### src/rtl/asc_pkg.sv
// constants shared by the angle sensor serial port and its quadrature output
// assumes one 100 MHz system clock; all link pins are sampled by that clock
package asc_pkg;

    // clock and timing
    localparam int unsigned CLK_PERIOD_NS = 10;
    localparam int unsigned QUAD_STEP_NS = 50;
    localparam int unsigned QUAD_STEP_CYC = (QUAD_STEP_NS + CLK_PERIOD_NS - 1) / CLK_PERIOD_NS;

    // frame sizes
    localparam int unsigned WORD_BITS = 16;
    localparam int unsigned EXT_BITS = 24;
    localparam int unsigned TIME_BITS = 8;
    localparam int unsigned QUAD_BITS = 10;
    localparam logic [4:0] WORD_CNT = 5'h10;
    localparam logic [4:0] EXT_CNT = 5'h18;

    // command word layout: opcode, address, data
    localparam int unsigned OP_MSB = 15;
    localparam int unsigned OP_LSB = 12;
    localparam int unsigned ADDR_MSB = 11;
    localparam int unsigned ADDR_LSB = 8;
    localparam int unsigned DATA_MSB = 7;
    localparam logic [3:0] OP_WRITE = 4'h8;
    localparam logic [3:0] OP_READ = 4'h4;

    // register offsets
    localparam logic [3:0] ADDR_BIAS_TRIM = 4'h3;
    localparam logic [3:0] ADDR_ZERO_HIGH = 4'h4;
    localparam logic [3:0] ADDR_TRIM_ZERO_LOW = 4'h5;
    localparam logic [3:0] ADDR_FLASH = 4'h9;

    // field positions
    localparam int unsigned ZERO_LOW_MSB = 3;
    localparam int unsigned TRIM_X_BIT = 4;
    localparam int unsigned TRIM_Y_BIT = 5;
    localparam int unsigned FLASH_R3_BIT = 3;
    localparam int unsigned FLASH_R5_BIT = 5;

    // reset values
    localparam logic [7:0] BIAS_TRIM_RST = 8'h00;
    localparam logic [11:0] ZERO_RST = 12'h000;
    localparam logic TRIM_EN_RST = 1'b0;
    localparam logic [15:0] ANGLE_RST = 16'h0000;
    localparam logic [7:0] TIME_RST = 8'h00;
    localparam logic [9:0] QUAD_RST = 10'h000;

endpackage

### src/rtl/asc_top.sv
// serial readout and configuration port of a magnetic angle encoder
// assumes an external mode 3 master; link pins are asynchronous to REF_CLK_I
// Behaviour
// - device is only a slave; master drives select, clock and data in
// - mode 3: clock idles high, sample on rising edge, msb first
// - a standard select-low transfer moves 16 bits in each direction; an extended one sends 24 out but takes only 16 in
// - extended transfer yields 24 bits: 16 angle (read data then a zero byte after a read) then 8-bit time index
// - quadrature output A, B and index with 10-bit resolution per turn
// - 8-bit bias trim amount held at address 0x3
// - 12-bit zero offset: high byte at 0x4, low nibble at 0x5
// - x trim enable reduces x-axis bias by trim amount
// - y trim enable reduces y-axis bias by trim amount
// - address 0x9 bits 5..3 commit register n to nonvolatile storage
// - zero defaults to zero; output angle is raw minus zero
// - both enables reduce both axes equally
`timescale 1ns/1ps
`default_nettype none

module asc_top
(
    input wire logic REF_CLK_I,
    input wire logic SYS_RST_I,
    input wire logic SPI_CS_N_I,
    input wire logic SPI_SCLK_I,
    input wire logic SPI_MOSI_I,
    output logic SPI_MISO_O,
    output logic SPI_MISO_OE_O,
    input wire logic [15:0] RAW_ANGLE_I,
    input wire logic RAW_VALID_I,
    output logic [15:0] ANGLE_O,
    output logic [7:0] TRIM_X_O,
    output logic [7:0] TRIM_Y_O,
    output logic [2:0] FLASH_COMMIT_O,
    output logic QUAD_A_O,
    output logic QUAD_B_O,
    output logic QUAD_INDEX_O
);

    // synchronisers: first stage feeds only the second
    logic cs_m;
    logic cs_s;
    logic cs_d;
    logic sclk_m;
    logic sclk_s;
    logic sclk_d;
    logic mosi_m;
    logic mosi_s;

    logic sclk_rise;
    logic sclk_fall;
    logic cs_fall;
    logic cs_rise;

    // link state
    logic [4:0] bit_cnt;
    logic [4:0] next_bit_cnt;
    logic [15:0] rx_sh;
    logic [15:0] next_rx_sh;
    logic [23:0] tx_sh;
    logic [23:0] next_tx_sh;
    logic miso;
    logic next_miso;
    logic miso_oe;
    logic next_miso_oe;
    logic rd_pend;
    logic next_rd_pend;
    logic [7:0] rd_data;
    logic [7:0] next_rd_data;

    // settings, written by the link, applied at measurement, except the flash commit pulse
    logic [7:0] bias_trim_amount;
    logic [7:0] next_bias_trim_amount;
    logic [11:0] zero_offset;
    logic [11:0] next_zero_offset;
    logic trim_x_enable;
    logic next_trim_x_enable;
    logic trim_y_enable;
    logic next_trim_y_enable;
    logic [2:0] flash_commit_bit;
    logic [2:0] next_flash_commit_bit;

    // measurement side
    logic [15:0] angle;
    logic [15:0] next_angle;
    logic [7:0] time_idx;
    logic [7:0] next_time_idx;
    logic [7:0] trim_x;
    logic [7:0] next_trim_x;
    logic [7:0] trim_y;
    logic [7:0] next_trim_y;

    logic wr_now;
    logic [3:0] wr_addr;
    logic [7:0] wr_data;
    function automatic logic [7:0] reg_read(
        input logic [3:0] addr,
        input logic [7:0] trim_amt,
        input logic [11:0] zero,
        input logic tx_en,
        input logic ty_en
    );
        logic [7:0] val;
        val = 8'h00;
        unique case (addr)
            asc_pkg::ADDR_BIAS_TRIM: val = trim_amt;
            asc_pkg::ADDR_ZERO_HIGH: val = zero[11:4];
            asc_pkg::ADDR_TRIM_ZERO_LOW: val = {2'b00, ty_en, tx_en, zero[3:0]};
            default: val = 8'h00;
        endcase
        return val;
    endfunction

    always_ff @(posedge REF_CLK_I)
    begin
        if (SYS_RST_I)
        begin
            cs_m <= 1'b1;
            cs_s <= 1'b1;
            cs_d <= 1'b1;
            sclk_m <= 1'b1;
            sclk_s <= 1'b1;
            sclk_d <= 1'b1;
            mosi_m <= 1'b0;
            mosi_s <= 1'b0;
        end
        else
        begin
            cs_m <= SPI_CS_N_I;
            cs_s <= cs_m;
            cs_d <= cs_s;
            sclk_m <= SPI_SCLK_I;
            sclk_s <= sclk_m;
            sclk_d <= sclk_s;
            mosi_m <= SPI_MOSI_I;
            mosi_s <= mosi_m;
        end
    end

    // edges seen two cycles late; link clock must stay well below REF_CLK_I / 4
    always_comb
    begin
        sclk_rise = sclk_s & ~sclk_d;
        sclk_fall = ~sclk_s & sclk_d;
        cs_fall = ~cs_s & cs_d;
        cs_rise = cs_s & ~cs_d;
        // a short frame is dropped whole rather than half applied
        wr_now = cs_rise && (bit_cnt >= asc_pkg::WORD_CNT)
            && (rx_sh[asc_pkg::OP_MSB:asc_pkg::OP_LSB] == asc_pkg::OP_WRITE);
        wr_addr = rx_sh[asc_pkg::ADDR_MSB:asc_pkg::ADDR_LSB];
        wr_data = rx_sh[asc_pkg::DATA_MSB:0];
    end

    always_comb
    begin
        next_bit_cnt = bit_cnt;
        next_rx_sh = rx_sh;
        next_tx_sh = tx_sh;
        next_miso = miso;
        next_miso_oe = ~cs_s;
        next_rd_pend = rd_pend;
        next_rd_data = rd_data;
        next_bias_trim_amount = bias_trim_amount;
        next_zero_offset = zero_offset;
        next_trim_x_enable = trim_x_enable;
        next_trim_y_enable = trim_y_enable;
        next_flash_commit_bit = 3'h0;
        next_angle = angle;
        next_time_idx = time_idx;
        next_trim_x = trim_x;
        next_trim_y = trim_y;
        if (cs_fall)
        begin
            next_bit_cnt = 5'h00;
            next_rd_pend = 1'b0;
            // read answer replaces the angle word, time index still follows
            next_tx_sh = rd_pend ? {rd_data, 8'h00, time_idx} : {angle, time_idx};
            next_miso = next_tx_sh[asc_pkg::EXT_BITS-1];
        end
        else if (!cs_s)
        begin
            if (sclk_rise && bit_cnt < asc_pkg::EXT_CNT)
            begin
                next_bit_cnt = bit_cnt + 5'h01;
                if (bit_cnt < asc_pkg::WORD_CNT)
                begin
                    next_rx_sh = {rx_sh[asc_pkg::WORD_BITS-2:0], mosi_s};
                end
            end
            // first falling edge only presents the msb already out
            if (sclk_fall && bit_cnt != 5'h00)
            begin
                next_tx_sh = {tx_sh[asc_pkg::EXT_BITS-2:0], 1'b0};
                next_miso = tx_sh[asc_pkg::EXT_BITS-2];
            end
        end

        if (cs_rise && bit_cnt >= asc_pkg::WORD_CNT
            && rx_sh[asc_pkg::OP_MSB:asc_pkg::OP_LSB] == asc_pkg::OP_READ)
        begin
            next_rd_pend = 1'b1;
            next_rd_data = reg_read(wr_addr, bias_trim_amount, zero_offset, trim_x_enable, trim_y_enable);
        end

        if (wr_now)
        begin
            unique case (wr_addr)
                asc_pkg::ADDR_BIAS_TRIM: next_bias_trim_amount = wr_data;
                asc_pkg::ADDR_ZERO_HIGH: next_zero_offset = {wr_data, zero_offset[3:0]};
                asc_pkg::ADDR_TRIM_ZERO_LOW:
                begin
                    next_zero_offset = {zero_offset[11:4], wr_data[asc_pkg::ZERO_LOW_MSB:0]};
                    next_trim_x_enable = wr_data[asc_pkg::TRIM_X_BIT];
                    next_trim_y_enable = wr_data[asc_pkg::TRIM_Y_BIT];
                end
                asc_pkg::ADDR_FLASH:
                    next_flash_commit_bit = wr_data[asc_pkg::FLASH_R5_BIT:asc_pkg::FLASH_R3_BIT];
                default: next_flash_commit_bit = 3'h0;
            endcase
        end

        // trim and zero settings reach the outputs only at a measurement boundary
        if (RAW_VALID_I)
        begin
            next_angle = RAW_ANGLE_I - {zero_offset, 4'h0};
            next_time_idx = time_idx + 8'h01;
            next_trim_x = trim_x_enable ? bias_trim_amount : 8'h00;
            next_trim_y = trim_y_enable ? bias_trim_amount : 8'h00;
        end
    end

    always_ff @(posedge REF_CLK_I)
    begin
        if (SYS_RST_I)
        begin
            bit_cnt <= 5'h00;
            rx_sh <= 16'h0000;
            tx_sh <= 24'h00_0000;
            miso <= 1'b0;
            miso_oe <= 1'b0;
            rd_pend <= 1'b0;
            rd_data <= 8'h00;
            bias_trim_amount <= asc_pkg::BIAS_TRIM_RST;
            zero_offset <= asc_pkg::ZERO_RST;
            trim_x_enable <= asc_pkg::TRIM_EN_RST;
            trim_y_enable <= asc_pkg::TRIM_EN_RST;
            flash_commit_bit <= 3'h0;
            angle <= asc_pkg::ANGLE_RST;
            time_idx <= asc_pkg::TIME_RST;
            trim_x <= 8'h00;
            trim_y <= 8'h00;
        end
        else
        begin
            bit_cnt <= next_bit_cnt;
            rx_sh <= next_rx_sh;
            tx_sh <= next_tx_sh;
            miso <= next_miso;
            miso_oe <= next_miso_oe;
            rd_pend <= next_rd_pend;
            rd_data <= next_rd_data;
            bias_trim_amount <= next_bias_trim_amount;
            zero_offset <= next_zero_offset;
            trim_x_enable <= next_trim_x_enable;
            trim_y_enable <= next_trim_y_enable;
            flash_commit_bit <= next_flash_commit_bit;
            angle <= next_angle;
            time_idx <= next_time_idx;
            trim_x <= next_trim_x;
            trim_y <= next_trim_y;
        end
    end

    assign SPI_MISO_O = miso;
    assign SPI_MISO_OE_O = miso_oe;
    assign ANGLE_O = angle;
    assign TRIM_X_O = trim_x;
    assign TRIM_Y_O = trim_y;
    assign FLASH_COMMIT_O = flash_commit_bit;

    asc_quad u_quad
    (
        .clk_i(REF_CLK_I),
        .rst_i(SYS_RST_I),
        .target_i(angle[15:6]),
        .phase_a_o(QUAD_A_O),
        .phase_b_o(QUAD_B_O),
        .index_o(QUAD_INDEX_O)
    );
endmodule

`default_nettype wire

### src/rtl/asc_quad.sv
// quadrature incremental output, 1024 edges per turn
// assumes target position updates from the same clock as the stepping divider
`timescale 1ns/1ps
`default_nettype none

module asc_quad
(
    input wire logic clk_i,
    input wire logic rst_i,
    input wire logic [9:0] target_i,
    output logic phase_a_o,
    output logic phase_b_o,
    output logic index_o
);

    logic [2:0] div;
    logic [2:0] next_div;
    logic [9:0] pos;
    logic [9:0] next_pos;
    logic [9:0] diff;
    logic step_en;

    // one edge per step, shortest way round, so fast moves lag but never skip phase
    always_comb
    begin
        step_en = (div == 3'(asc_pkg::QUAD_STEP_CYC - 1));
        next_div = step_en ? 3'h0 : div + 3'h1;
        diff = target_i - pos;
        next_pos = pos;
        if (step_en && diff != 10'h000)
        begin
            next_pos = diff[9] ? pos - 10'h001 : pos + 10'h001;
        end
    end

    always_ff @(posedge clk_i)
    begin
        if (rst_i)
        begin
            div <= 3'h0;
            pos <= asc_pkg::QUAD_RST;
            phase_a_o <= 1'b0;
            phase_b_o <= 1'b0;
            index_o <= 1'b0;
        end
        else
        begin
            div <= next_div;
            pos <= next_pos;
            phase_a_o <= next_pos[1];
            phase_b_o <= next_pos[1] ^ next_pos[0];
            index_o <= (next_pos == 10'h000);
        end
    end
endmodule

`default_nettype wire

### config.mk
export PLATFORM = sky130hd
export DESIGN_NAME = asc_top
export DESIGN_NICKNAME = d
export VERILOG_FILES = /design/src/rtl/asc_pkg.sv /design/src/rtl/asc_top.sv /design/src/rtl/asc_quad.sv
export SDC_FILE = /design/constraint.sdc
export NUM_CORES = 1
export LEC_CHECK = 0
export BUFFER_PORTS_ARGS = -buffer_cell sky130_fd_sc_hd__buf_4
export CAP_MARGIN = 20
export CORE_ASPECT_RATIO = 1.5
export CORE_MARGIN = 10
export CORE_UTILIZATION = 25
export CTS_BUF_LIST = sky130_fd_sc_hd__clkbuf_16
export DETAILED_ROUTE_END_ITERATION = 8
export HOLD_SLACK_MARGIN = 0.02
export PLACE_DENSITY = 0.48
export SETUP_SLACK_MARGIN = 0.15
export SYNTH_ARGS = -nofsm -noshare
export SYNTH_HDL_FRONTEND = slang
export SYNTH_SLANG_ARGS = --single-unit
### constraint.sdc
create_clock -name REF_CLK_I -period 6.7 [get_ports REF_CLK_I]
set_input_delay 0.67 -clock REF_CLK_I [delete_from_list [all_inputs] [get_ports REF_CLK_I]]
set_output_delay 0.67 -clock REF_CLK_I [all_outputs]
set_load 0.03 [all_outputs]
==> summary.md <==
| Metric | Value |
|---|---|
| Initial core utilization | `0.253` |
| Worst Hold End | `sclk_s` |
| GRT Util Overall | `0.110` |
| Clock slew at reported path FFs | `0.06 ns` |
| Reg2reg setup slack | `2.77 ns` |
| Area share of the largest cell type after synthesis | `0.418` |
| Die Ht | `223 µm` |
| Cell Chain, Critical Path | `inv_1 -> ha_1 -> nand2b_1 -> a21oi_1 -> nor3_1 -> or3_4 -> nand3_4 -> o31a_1 -> mux2i_1 -> ha_1 -> nand2_1 -> or4_1 -> nor4_1 -> nand2_1 -> a32oi_1` |
| Mapped Avg Cell Area | `8.78 µm²` |
| Share of cells above drive strength 1 | `0.134` |
| Most frequent cell after synthesis | `dfxtp_1` |
| Inserted Clock Buffers | `17` |
| Net count after synthesis | `838` |
| Synth Flop Type | `dfxtp_1` |
| Drt first-iter violations | `314` |
| Largest net degree at the start of global routing | `73` |
| Synth Area in Compound Gates | `0.162` |
| Clock Tree Buf Depth | `2` |
| Final Net Count | `883` |
| Final worst-path cycle share | `0.587` |
| CP peak stage delay | `0.55 ns` |
| HPWL after DPL | `13.6 mm` |
| Worst Setup End Kind | `flip-flop` |
| Pwr dens | `264 nW/µm²` |
| Total gr overflow | `0` |
| Synth Area in Adders | `0.0679` |
| Post-Syn Area | `6850 µm²` |
| Synth unique cells | `66` |
| Sequential-to-total area share from yosys stat | `0.418` |
| Ys Warns | `0` |
| Max_slew headroom | `0.314` |
| Async S/R FF share, synth | `0` |
| WHS Path Cells | `1` |
| Syn-to-layout area delta | `20.3%` |
| Core box area | `27,100 µm²` |
| Status | `finished clean` |
| Max Freq | `254 MHz` |
| Leak | `3.39 nW` |
| Post-DP Area | `7620 µm²` |
| Hold WC Path Type | `reg2reg` |
| DRT Pass-1 Iters | `4` |
| Vias | `5,549` |
| Hold Crit Start | `sclk_m` |
| Worst Skew | `0.00727 ns` |
| Minimum clock period | `3.93 ns` |
| Die X | `155 µm` |
| CTS tree | `yes` |
| Worst-Skew Late Latency | `0.42 ns` |
| Post-Synth Simple-Gate Area | `0.191` |
| Vias in the first global route | `5,702` |
| Die area | `34,600 µm²` |
| I/O Pins | `62` |
| Syn Inst Count | `780` |
| R2R depth | `15` |
| Diode count | `0` |
| GP Congestion | `0.813` |
| Drt total wl | `18.6 mm` |
| Drt drc | `0` |
| Final slew viol count | `0` |
| Row cnt | `74` |
| R2r startpoint | `u_quad.pos[1]` |
| Largest family of logic cells by synthesized area | `simple AND/OR/NAND/NOR gates` |
| Multiplexer share of the synthesized area | `0.0862` |
| RSZ-0062 raised after global routing | `false` |
| Initial antenna violation count | `0` |
| Root buf cell | `clkbuf_16` |
| Setup bufs post-CTS | `0` |
| Vias per cell | `4.70` |
| Slew @ Worst Pin | `1.01 ns` |
| Clk sinks | `143` |
| Critical path's slowest cell | `or4_1` |
| CTS hold repair buffers | `0` |
| Max-Cap Viols | `0` |
| Critical path class | `reg2reg` |
| CP Launch Type | `flip-flop` |
| XOR/XNOR Fraction of Synth Area | `0.0320` |
| Per-cell routed wire length | `15.8 µm` |
| # resized after CTS | `0` |
| Most area-consuming cells after synthesis | `dfxtp_1 42%, mux2i_1 8.6%, ha_1 6.2%` |
| CP Launch Point | `u_quad.pos[1]` |
| # setup viols final | `0` |
| Final-report hold violation count | `0` |
| H-Tree Depth | `4` |
| Reg-to-reg critical path endpoint | `u_quad.index_o` |
| Req. time, crit path | `7.04 ns` |
| Port Buf Inserts | `61` |
| Arrival @ worst endpoint | `4.27 ns` |
| Worst IR drop on VDD | `0.155 mV` |
| Finished layout cell area | `8240 µm²` |
| Crit-path max FO | `13` |
| Number of register bits inferred by synthesis | `143` |
| Largest area contributor in the netlist | `dfxtp_1` |
| Top post-synthesis cells by count | `143 x dfxtp_1, 99 x nor2_1, 67 x nand2_1, 59 x mux2i_1, 47 x a21oi_1` |
| Final ANT Viol Nets | `0` |
| First-pass GRT wire length | `30.7 mm` |
| Setup TNS | `0 ns` |
| Post-synth EDFFs | `0` |
==> layout make-up <==
class,instances,area (µm²)
clock buffer,17,425
clock inverter,15,191
fill,2876,18900
inverter,37,139
multi-input combinational,560,3700
sequential,143,2860
tap,342,428
timing repair buffer,66,495
==> layer usage <==
metal	vias up	routed length (µm)	GRT usage
met2	65	9780	0.198
met5	-	0	0
met3	19	550	0.0218
li1	2858	-	-
met1	2607	7910	0.124
met4	0	394	0.0431
==> kinds of logic (layout without fill, tap and decap cells) <==
group                    Yosys count  count (layout)
AO/OA/AOI/OAI                    167             167
multiplexers                      59              59
flip-flops                       143             143
XOR/XNOR                          25              25
AND/OR/NAND/NOR                  273             273
buffers and inverters             77             135
adder cells (fa/ha/maj)           36              36
==> registers in the layout (all words and copies together), names as in the netlist, 5 cells and up <==
| signal | count |
|---|---|
| ANGLE_O | 16 |
| zero_offset | 12 |
| bias_trim_amount | 8 |
| tx_sh | 23 |
| TRIM_Y_O | 8 |
| rd_data | 8 |
| u_quad.pos | 10 |
| rx_sh | 16 |
| time_idx | 8 |
| TRIM_X_O | 8 |
| bit_cnt | 5 |
==> stage by stage <==
stage               hold slack [ns]  setup slack [ns]  power [mW]  cells   util
floorplan                     0.389              2.94        1.12    780      -
global placement              0.392              2.81        1.20   1148  0.281
detailed placement            0.393              2.76        1.20   1148  0.281
CTS                           0.409              2.74        2.21   1180  0.304
global route                  0.421              2.33        2.29   1180  0.304
finish                        0.406              2.77        2.18   1180  0.304
==> critical path, delay by kind of cell, from the launching register on <==
kind | cells | cell delay, ns
flops | 1 | 0.43
simple gates | 8 | 1.65
buf+inv | 1 | 0.08
compound gates | 3 | 0.90
mux | 1 | 0.31
fa+ha+maj | 2 | 0.48
==> worst max path at each step <==
stage	depth (start not counted)	endpoint
after global placement	15	u_quad.index_o
after floorplan	16	u_quad.index_o
final	15	u_quad.index_o
after detailed placement	16	u_quad.index_o
after global routing	15	u_quad.index_o
after CTS	16	u_quad.index_o
==> power by group <==
part	switching, mW	total [mW]	internal (mW)
Sequential	0.0208	0.894	0.873
Clock	0.376	0.998	0.622
Combinational	0.169	0.284	0.115
Total	0.566	2.18	1.61
==> cells in the final DEF (no fill, tap or decap), types with 7 or more instances in the layout <==
cell type / netlist / layout
xor2_1: 11 / 11
mux2i_1: 59 / 59
a22oi_1: 24 / 24
o21ai_0: 21 / 21
nand3_1: 11 / 11
nor2b_1: 16 / 16
a211oi_1: 42 / 42
ha_1: 34 / 34
dfxtp_1: 143 / 143
xnor2_1: 14 / 14
nor3_1: 24 / 24
clkbuf_16: 0 / 17
inv_1: 36 / 37
a21oi_1: 47 / 47
nand2_1: 67 / 67
nor2_1: 99 / 99
buf_4: 2 / 66
and2_1: 7 / 7
(Power assumes the default switching activity.)
